### config.mk
export PLATFORM = sky130hd
export DESIGN_NAME = thbp_timer_halfbridge
export DESIGN_NICKNAME = d
export VERILOG_FILES = /design/src/thbp_pkg.sv /design/src/thbp_dband_if.sv /design/src/thbp_deadband.sv /design/src/thbp_timer_halfbridge.sv
export VERILOG_INCLUDE_DIRS = /design/src /design/src/src
export SDC_FILE = /design/constraint.sdc
export NUM_CORES = 1
export LEC_CHECK = 0
export ABC_AREA = 1
export BUFFER_PORTS_ARGS = -buffer_cell sky130_fd_sc_hd__buf_4
export CAP_MARGIN = 20
export CORE_ASPECT_RATIO = 1.4
export CORE_UTILIZATION = 31
export CTS_CLUSTER_SIZE = 16
export DETAILED_ROUTE_END_ITERATION = 6
export PLACE_DENSITY = 0.54
export SETUP_SLACK_MARGIN = 0.5
export SLEW_MARGIN = 25
export SYNTH_ARGS = -nofsm -noshare
export SYNTH_HDL_FRONTEND = slang
export SYNTH_SLANG_ARGS = --single-unit
### constraint.sdc
create_clock -name clock -period 5.34 [get_ports clock]
set_clock_uncertainty 0.15 [all_clocks]
set_input_delay 0 -clock clock [delete_from_list [all_inputs] [get_ports clock]]
set_output_delay 0 -clock clock [all_outputs]
set_load 0.1 [all_outputs]
### src/thbp_params.svh
`ifndef THBP_PARAMS_SVH
`define THBP_PARAMS_SVH

// ****************************************
// Register addresses
// ****************************************
`define THBP_ADDR_W 3
`define THBP_ADDR_TCTL 3'h0
`define THBP_ADDR_PERIOD 3'h1
`define THBP_ADDR_COUNT 3'h2
`define THBP_ADDR_DBAND 3'h3
`define THBP_ADDR_DUTY 3'h4
`define THBP_ADDR_DIR 3'h5
`define THBP_ADDR_STATUS 3'h6

// ****************************************
// Field positions
// ****************************************
`define THBP_TCTL_POST_MSB 6
`define THBP_TCTL_POST_LSB 3
`define THBP_TCTL_EN 2
`define THBP_TCTL_PRE_MSB 1
`define THBP_TCTL_PRE_LSB 0
`define THBP_TCTL_MASK 8'h7f
`define THBP_DBAND_MSB 6
`define THBP_DIR_PRI 0
`define THBP_DIR_SEC 1

// ****************************************
// Reset values
// ****************************************
`define THBP_RST_TCTL 8'h00
`define THBP_RST_PERIOD 8'hff
`define THBP_RST_COUNT 8'h00
`define THBP_RST_DBAND 7'h00
`define THBP_RST_DUTY 8'h00
`define THBP_RST_DIR 2'h3
`define THBP_RST_STATUS 8'h00

// ****************************************
// Prescaler terminal counts
// ****************************************
`define THBP_PRE_CODE_DIV1 2'h0
`define THBP_PRE_CODE_DIV4 2'h1
`define THBP_PRE_LIM_DIV1 4'h0
`define THBP_PRE_LIM_DIV4 4'h3
`define THBP_PRE_LIM_DIV16 4'hf

`endif

### src/thbp_pkg.sv
package thbp_pkg;

	// ****************************************
	// Shared types
	// ****************************************
	typedef logic [7:0] thbp_byte_t;
	typedef logic [6:0] thbp_delay_t;
	typedef logic [3:0] thbp_nibble_t;

endpackage

### src/thbp_dband_if.sv
`timescale 1ns/10ps

// Raw waveform in, dead-band delayed waveform out
interface thbp_dband_if;
	logic raw;
	thbp_pkg::thbp_delay_t delay;
	logic out;

	modport ctrl (output raw, output delay, input out);
	modport dband (input raw, input delay, output out);
endinterface

### src/thbp_deadband.sv
`timescale 1ns/10ps

module thbp_deadband (
	// Clock and reset
	input wire logic clock,
	input wire logic rst,
	// Waveform channel
	thbp_dband_if.dband dbIf
);

	thbp_pkg::thbp_delay_t cnt_q;
	thbp_pkg::thbp_delay_t cnt_d;
	logic out_q;
	logic out_d;

	// Count cycles since raw went active; drop out when raw drops
	always_comb begin
		cnt_d = '0;
		out_d = 1'b0;
		if (dbIf.raw) begin
			if (cnt_q == dbIf.delay) begin
				cnt_d = cnt_q;
				out_d = 1'b1;
			end else begin
				cnt_d = cnt_q + 7'h01;
			end
		end
	end

	// State registers
	always_ff @(posedge clock or posedge rst) begin
		if (rst) begin
			cnt_q <= '0;
			out_q <= 1'b0;
		end else begin
			cnt_q <= cnt_d;
			out_q <= out_d;
		end
	end

	assign dbIf.out = out_q;

endmodule

### src/thbp_timer_halfbridge.sv
// Summary of operation
// Match events are divided by the post-divide field value plus one.
// The 8-bit timer count is readable, writable and resets to zero.
// The half-bridge stage drives exactly two output pins.
// Primary pin carries the PWM wave, secondary its complement.
// Each output turns active only after the dead-band cycle count.
// A dead band longer than the active time keeps that output off.
// Each pin is driven only while its direction bit selects output.
// The timer counts while enabled, prescaled by 1, 4 or 16.
`timescale 1ns/10ps
`include "thbp_params.svh"

module thbp_timer_halfbridge (
	// Clock and reset
	input wire logic clock,
	input wire logic rst,
	// Register port
	input wire logic [`THBP_ADDR_W-1:0] regAddr,
	input wire logic [7:0] regWrData,
	input wire logic regWrite,
	input wire logic regRead,
	output logic [7:0] regRdData,
	// Timer event
	output logic periodEvent,
	// Half-bridge pins
	output logic bridgeOutPrimary,
	output logic bridgeOutPrimaryOe,
	output logic bridgeOutSecondary,
	output logic bridgeOutSecondaryOe
);

	// ****************************************
	// Registers
	// ****************************************

	// Each register keeps its value in a _q flop and takes its next
	// value from the single next-state block below; the read data flop
	// is cleared in every cycle that follows no read.
	thbp_pkg::thbp_byte_t ctl_q, ctl_d;
	thbp_pkg::thbp_byte_t period_q, period_d;
	thbp_pkg::thbp_byte_t count_q, count_d;
	thbp_pkg::thbp_delay_t dband_q, dband_d;
	thbp_pkg::thbp_byte_t duty_q, duty_d;
	logic [1:0] dir_q, dir_d;
	thbp_pkg::thbp_byte_t status_q, status_d;
	thbp_pkg::thbp_nibble_t pre_q, pre_d;
	thbp_pkg::thbp_nibble_t post_q, post_d;
	thbp_pkg::thbp_byte_t rd_q, rd_d;
	logic event_q, event_d;

	// ****************************************
	// Timer datapath
	// ****************************************
	logic countEnable;
	logic [1:0] preDivideSel;
	thbp_pkg::thbp_nibble_t postDivideSel;
	thbp_pkg::thbp_nibble_t preLimit;
	logic tick;
	logic match;
	logic postHit;
	logic pwmRaw;
	logic [1:0] bridgeOut;

	// The prescaler phase runs from zero up to its terminal count, and
	// a tick is the cycle in which it sits at that count. Changing the
	// select code mid-count can leave the phase above the new limit; it
	// then wraps through its full range once before it settles.

	// Control fields
	assign countEnable = ctl_q[`THBP_TCTL_EN];
	assign preDivideSel = ctl_q[`THBP_TCTL_PRE_MSB:`THBP_TCTL_PRE_LSB];
	assign postDivideSel = ctl_q[`THBP_TCTL_POST_MSB:`THBP_TCTL_POST_LSB];

	// Prescaler terminal count from select code
	always_comb begin
		case (preDivideSel)
			`THBP_PRE_CODE_DIV1: preLimit = `THBP_PRE_LIM_DIV1;
			`THBP_PRE_CODE_DIV4: preLimit = `THBP_PRE_LIM_DIV4;
			default: preLimit = `THBP_PRE_LIM_DIV16;
		endcase
	end

	// Timer events. A match is a tick with the count at the period, and
	// the postscaler only advances on matches, so its ratio multiplies
	// the prescale ratio and the period length.
	assign tick = countEnable && (pre_q == preLimit);
	assign match = tick && (count_q == period_q);
	assign postHit = match && (post_q == postDivideSel);
	// Raw wave is high while the count is below the duty value: a duty
	// of zero keeps it low, a duty above the period keeps it high
	assign pwmRaw = count_q < duty_q;

	// Next-state of timer and register file
	always_comb begin
		ctl_d = ctl_q;
		period_d = period_q;
		count_d = count_q;
		dband_d = dband_q;
		duty_d = duty_q;
		dir_d = dir_q;
		status_d = status_q;
		pre_d = pre_q;
		post_d = post_q;
		rd_d = 8'h00;
		event_d = postHit;
		// Prescaler runs only while enabled; a cleared enable freezes
		// both the prescaler and the count where they stand
		if (countEnable) begin
			pre_d = (pre_q == preLimit) ? 4'h0 : pre_q + 4'h1;
		end
		// Count up, wrap to zero on period match
		if (tick) begin
			count_d = match ? 8'h00 : count_q + 8'h01;
		end
		// Postscaler counts match events and restarts on the one that
		// produces the postscaled pulse
		if (match) begin
			post_d = postHit ? 4'h0 : post_q + 4'h1;
		end
		// Sticky postscaled event: write one to clear, but a new event
		// in the same cycle wins so that no event is ever lost
		if (regWrite && regAddr == `THBP_ADDR_STATUS) begin
			status_d = status_q & ~regWrData;
		end
		if (postHit) begin
			status_d[0] = 1'b1;
		end
		// Software writes to the count win over the timer's own update; a count write
		// also restarts the prescaler so the next tick is a full prescale period away
		if (regWrite) begin
			case (regAddr)
				`THBP_ADDR_TCTL: ctl_d = regWrData & `THBP_TCTL_MASK;
				`THBP_ADDR_PERIOD: period_d = regWrData;
				`THBP_ADDR_COUNT: begin
					count_d = regWrData;
					pre_d = 4'h0;
				end
				`THBP_ADDR_DBAND: dband_d = regWrData[`THBP_DBAND_MSB:0];
				`THBP_ADDR_DUTY: duty_d = regWrData;
				`THBP_ADDR_DIR: dir_d = regWrData[1:0];
				default: ;
			endcase
		end
		// Read data for the following cycle only; outside that cycle
		// the read port shows zero so stale data never lingers
		if (regRead) begin
			case (regAddr)
				`THBP_ADDR_TCTL: rd_d = ctl_q;
				`THBP_ADDR_PERIOD: rd_d = period_q;
				`THBP_ADDR_COUNT: rd_d = count_q;
				`THBP_ADDR_DBAND: rd_d = {1'b0, dband_q};
				`THBP_ADDR_DUTY: rd_d = duty_q;
				`THBP_ADDR_DIR: rd_d = {6'h00, dir_q};
				`THBP_ADDR_STATUS: rd_d = status_q;
				default: rd_d = 8'h00;
			endcase
		end
	end

	// State registers
	always_ff @(posedge clock or posedge rst) begin
		if (rst) begin
			ctl_q <= `THBP_RST_TCTL;
			period_q <= `THBP_RST_PERIOD;
			count_q <= `THBP_RST_COUNT;
			dband_q <= `THBP_RST_DBAND;
			duty_q <= `THBP_RST_DUTY;
			dir_q <= `THBP_RST_DIR;
			status_q <= `THBP_RST_STATUS;
			pre_q <= 4'h0;
			post_q <= 4'h0;
			rd_q <= 8'h00;
			event_q <= 1'b0;
		end else begin
			ctl_q <= ctl_d;
			period_q <= period_d;
			count_q <= count_d;
			dband_q <= dband_d;
			duty_q <= duty_d;
			dir_q <= dir_d;
			status_q <= status_d;
			pre_q <= pre_d;
			post_q <= post_d;
			rd_q <= rd_d;
			event_q <= event_d;
		end
	end

	// Both data outputs come straight from flops
	assign regRdData = rd_q;
	assign periodEvent = event_q;

	// ****************************************
	// Half-bridge output stage
	// ****************************************

	// One dead-band channel per pin, primary then complement. Both
	// channels are registered, so even with no dead band each pin lags
	// the compare by one cycle; the lag is equal on both pins, which
	// keeps the two from ever being high together.
	genvar g;
	generate
		for (g = 0; g < 2; g++) begin : gChan
			thbp_dband_if dbIf ();
			assign dbIf.raw = (g == 0) ? pwmRaw : ~pwmRaw;
			assign dbIf.delay = dband_q;
			assign bridgeOut[g] = dbIf.out;
			thbp_deadband uDband (
				.clock(clock),
				.rst(rst),
				.dbIf(dbIf.dband)
			);
		end
	endgenerate

	// Two pins, each enabled by its direction bit. Direction resets to
	// input, so neither switch is driven until software clears its bit;
	// a pin left as input falls to whatever pull sits on the board.
	assign bridgeOutPrimary = bridgeOut[0];
	assign bridgeOutSecondary = bridgeOut[1];
	assign bridgeOutPrimaryOe = ~dir_q[`THBP_DIR_PRI];
	assign bridgeOutSecondaryOe = ~dir_q[`THBP_DIR_SEC];

endmodule

* Word level (Yosys, flattened, before mapping)
Cells that the tools add are included.
W data, S select, Z words.
** Storage, ports and cells
- Register bits :: 81
- Bits of input ports :: 15
- Word-level logic and storage cells :: 74
** Cells by class
- $add $sub $neg :: 5
- Magnitude comparators :: 1
- Equal/unequal tests :: 14
- Muxes and demuxes :: 22
- Bitwise gates (word level) :: 4
- Reduce and logical (&&, ||, !) cells :: 12
** Operator list (count)
- $pmux W8 S7 :: 1
- $mux W8 :: 5
- $mux W7 :: 4
- $mux W4 :: 5
- $add A7 B1 Y7 const B :: 2
- $eq A7 B7 Y1 :: 2
- $reduce_and A2 Y1 :: 5
- $eq A3 B3 Y1 const B :: 3
- $add A4 B1 Y4 const B :: 2
- $add A8 B1 Y8 const B :: 1
- $and A8 B8 Y8 :: 1
- $eq A4 B4 Y1 :: 2
- $eq A8 B8 Y1 :: 1
- $lt A8 B8 Y1 :: 1
- $not A8 Y8 :: 1
- $pmux W4 S2 :: 1
- $eq A3 B2 Y1 const B :: 2
- $mux W1 :: 6
- $logic_and A1 B1 Y1 :: 4
- $ne A2 B2 Y1 const B :: 2
- $eq A3 B1 Y1 const B :: 1
- $logic_not A3 Y1 :: 1
- $eq A2 B1 Y1 const B :: 1
- $logic_not A2 Y1 :: 1
- other kinds (2) :: 3

* Logic depth before layout (Yosys ltp)
- Depth after elaboration :: 9
- Gate-level depth with buffers :: 12
- Gate-level depth less buffers :: 12

* Modules after synthesis
From an unflattened synthesis, not the netlist that was laid out.
** Second synthesis, totals
- Cell total of the unflattened synthesis :: 625
- Area total of the unflattened synthesis :: 4780.8 um^2
** By module, submodules not included
- thbp_timer_halfbridge :: instances 1, cells each 421, area an instance 3429.5 um^2
- thbp_deadband :: instances 2, cells each 102, area an instance 675.6 um^2

* Worst setup path before layout
Ideal clock, no wire load.
- Path type :: reg-to-reg
- Start point :: register count_q[5]
- End point :: register gChan[1].uDband.cnt_q[4]
- Setup time :: 117 ps
- Arrival time :: 1477 ps
- Setup slack :: 3596 ps
- Cell stages (with the launch flop) :: 10
- Path buffers :: 0
- Clock period less this slack :: 1744 ps
- Cells stage by stage :: dfrtp_1 -> ha_1 -> a21oi_1 -> nor2_1 -> nor3_1 -> nand2_2 -> nand2_1 -> inv_2 -> nand2_1 -> nand2_1
** On the way
- Word-level cells in the longest chain between the ends :: 2
- Elaborated cells on any way between the ends :: 3
** RTL lines
- start: declaration :: RTL line thbp_timer_halfbridge.sv:41 : thbp_pkg::thbp_byte_t count_q, count_d;
- start signal: assignment :: RTL line thbp_timer_halfbridge.sv:165 : count_q <= `THBP_RST_COUNT;
- start signal: assignment :: RTL line thbp_timer_halfbridge.sv:177 : count_q <= count_d;
- $lt A8 B8 Y1 * :: RTL line thbp_timer_halfbridge.sv:91 : assign pwmRaw = count_q < duty_q;
- $ne A2 B2 Y1 (no source line) / $mux W7 (equally long branches)
- end signal: assignment :: RTL line thbp_deadband.sv:36 : cnt_q <= cnt_d;
- end: declaration :: RTL line thbp_deadband.sv:11 : thbp_pkg::thbp_delay_t cnt_q;
Every way passes the cells marked *; elsewhere a longest branch is shown, timed or not.
A chain may end at the register's enable or synchronous reset.

* Worst setup path in the final report
- Start point :: register count_q[5]
- End point :: register gChan[1].uDband.cnt_q[5]
The elaborated chain is that of the path after synthesis.

==> impl_metrics.csv <==
group,metric,value,unit
timing,finalHoldViolations,0,
yosys,synthSimpleGateAreaFrac,0.276,
yosys,ys_warn_count,0,
timing,rsz0062_at_grt,"no",
floorplanning,fp-row-count,52,
floorplanning,die_y,145,um
timing,final.setup.tns,0,ps
clock_tree,cts_setup_buffers,0,
yosys,syn_inst,581,
timing,final-setup-viol-count,0,
yosys,synth_compound_area_frac,0.104,
global_route,grt_pass1_vias,3841,
critical_path,crit_chain,"ha_1, a21oi_1, nor2_1, nor3_1, nand2_2, nand2_1, inv_2, nand2_1, nand2_1",
clock_tree,numCtsBuffers,9,
timing,final_max_slew_viol_count,0,
layout,drive_above_1_share,0.151,
layout,final_cell_mix,"nand2_1, dfrtp_1, inv_1",
timing,worst_slack,3380,ps
pwr,vdd_drop_max,0.000159,V
route,wl_per_cell,14.2,um
yosys,synth_mux_area_frac,0,
floorplanning,ioPinCount,28,
hold_path,hp-class,"primary input to async pin",
layout,syn_to_final_growth,18.2,%
flow_run,max-cap-violations,0,
timing,min_period_over_period,0.368,
route,first_iter_violations,126,
critical_path,crit_fanout,9,
clock_tree,cts_tree,"yes",
timing,final.min_clock_period,1960,ps
layout,stdcell_count,819,
yosys,synth-edff-count,0,
critical_path,cpMostUsedCell,"nand2_1",
critical_path,crit_path_end_kind,"flop",
yosys,synthArstFlopShare,1.00,
floorplanning,die_area,0.0152,mm^2
clock_tree,cts_buffer_depth,2,
route,drc_errors,0,
yosys,synth-xor-area-share,0.0596,
yosys,synth_top_family_by_area,"simple AND/OR/NAND/NOR gates",
critical_path,crit_buf_inv,1,
critical_path,crit_path_start_kind,"flop",
place,placed_cells,790,
critical_path,arrival,2040,ps
timing,holdWs,205,ps
clock_tree,cts_resized,0,
global_route,grt_pass1_wl,19300,um
timing,fmax,509,MHz
place,place.gp.congestion,0.865,
route,first_pass_iters,5,
route,vias,3810,
critical_path,worst_ep_required_time,5420,ps
layout,n_antenna_cell,0,
clock_tree,clock-root-buffer,"clkbuf_16",
yosys,syn_area,0.00456,mm^2
yosys,ys_types,32,
layout,nNetsFinal,653,
floorplanning,core-area,0.0144,mm^2
timing,slew_headroom,0.630,
clock_tree,h-tree-depth,3,
yosys,synthAdderAreaFrac,0.0330,
yosys,seq_area_frac_synth,0.448,
yosys,yosys_most_used_dff,"dfrtp_1",
clock_tree,cts_hold_buffers,14,
clock_tree,clkLatencyLatePin,340,ps
route,drtAntennaViolNets,0,
floorplanning,initial_utilization,0.317,
yosys,postSynthNetCount,608,
timing,worst_slew_pin_slew,555,ps
global_route,grt_remaining_overflow,0,
critical_path,critPathTopFamily,"simple AND/OR/NAND/NOR gates",
clock_tree,path_clk_slew,70,ps
layout,layout_commonest_cell,"nand2_1",
place,dpl.hpwl,8830,um
floorplanning,die_w,104,um
global_route,antenna_found_initial,0,
yosys,syn-mean-instance-area,7.84,um^2
route,postRouteWirelength,11600,um
clock_tree,cts.sinks,81,
place,port_buffers,27,
pwr,power.leakage,0.00275,uW
critical_path,crit_slowest_cell,"dfrtp_1",
global_route,grt_max_degree,44,
place,dp_slack,3400,ps
pwr,power.density,405,mW/mm^2
critical_path,max_stage_delay,460,ps
yosys,synth_seq_cells,81,
run_status,status,"complete, no violations",
critical_path,crit_type,"flop to flop",
route,vias_per_cell,4.65,
global_route,track_usage,0.163,
sequential cells by signal, summed over array words and instances (netlist names):
register,flops
count_q,8
period_q,8
pre_q,4
ctl_q,7
gChan.uDband.dbIf.out,2
duty_q,8
status_q,8
gChan.uDband.cnt_q,14
regRdData,8
dir_q,2
periodEvent,1
dband_q,7
post_q,4
cells in the mapped netlist, types with 2 or more instances:
library cell	count	area [um^2]
a21boi_0	2	15.0
a21oi_1	27	135
buf_6	4	45.0
clkbuf_2	2	10.0
dfrtp_1	71	1780
dfstp_2	10	263
ha_1	12	150
inv_1	64	240
inv_2	13	48.8
nand2_1	187	702
nand2_2	6	37.5
nand2_4	3	33.8
nand3_1	20	100
nand3b_1	7	52.6
nand4_1	12	75.1
nor2_1	36	135
nor2_2	4	25.0
nor2_4	5	56.3
nor3_1	3	15.0
o21ai_0	28	140
o21ai_1	12	60.1
o21ai_2	7	61.3
o221ai_1	2	17.5
o22ai_1	7	43.8
xnor2_1	12	105
xor2_1	19	166
routing by layer:
layer / GRT usage / vias to the layer above / wire, um
met5: 0 / - / 0
met4: 0.0821 / 0 / 420
met3: 0.0296 / 25 / 296
met2: 0.293 / 68 / 6150
met1: 0.183 / 1783 / 4740
li1: - / 1934 / -
worst min-delay path, stage by stage:
cell and delay (ps):
dlygate4sd3_1 530, buf_4 130, clkinv_2 30, buf_4 450
power by group:
| group | switching, uW | internal (uW) | total [uW] |
|---|---|---|---|
| Clock | 259 | 362 | 621 |
| Combinational | 444 | 234 | 678 |
| Sequential | 141 | 740 | 881 |
cell families (layout without fill, tap and decap cells):
| group | count (synthesis) | in the layout |
|---|---|---|
| AO/OA/AOI/OAI | 85 | 85 |
| flip-flops | 81 | 81 |
| adder cells (fa/ha/maj) | 12 | 12 |
| buffers and inverters | 87 | 136 |
| XOR/XNOR | 31 | 31 |
| AND/OR/NAND/NOR | 285 | 285 |
through the flow:
step	util	total power (uW)	cell area (um^2)
final	0.375	2180	5390
after CTS	0.375	2210	5390
after detailed placement	0.344	1560	4950
after floorplan	-	1380	4560
after global placement	0.343	1540	4930
after global routing	0.375	2340	5390
worst paths after layout:
check | end | slack (ps) | cells past startpoint | startpoint
min in group clock | status_q[2] | 250 | 3 | regWrData[2]
worst max-delay path | gChan[1].uDband.cnt_q[5] | 3380 | 9 | count_q[5]
worst min-delay path | duty_q[7] | 210 | 4 | rst
worst max register to register | gChan[1].uDband.cnt_q[5] | 3380 | 9 | count_q[5]
max in group asynchronous | period_q[3] | 4150 | 5 | rst
worst min register to register | period_q[3] | 340 | 2 | period_q[3]
area by class of cell:
| type | instances | area [um^2] |
|---|---|---|
| fill | 1466 | 8990 |
| multi-input combinational | 413 | 2150 |
| sequential | 81 | 2040 |
| timing repair buffer | 43 | 370 |
| inverter | 78 | 295 |
| tap | 189 | 236 |
| clock buffer | 9 | 225 |
| clock inverter | 6 | 67.6 |
Power figures use the tool's default switching activity.
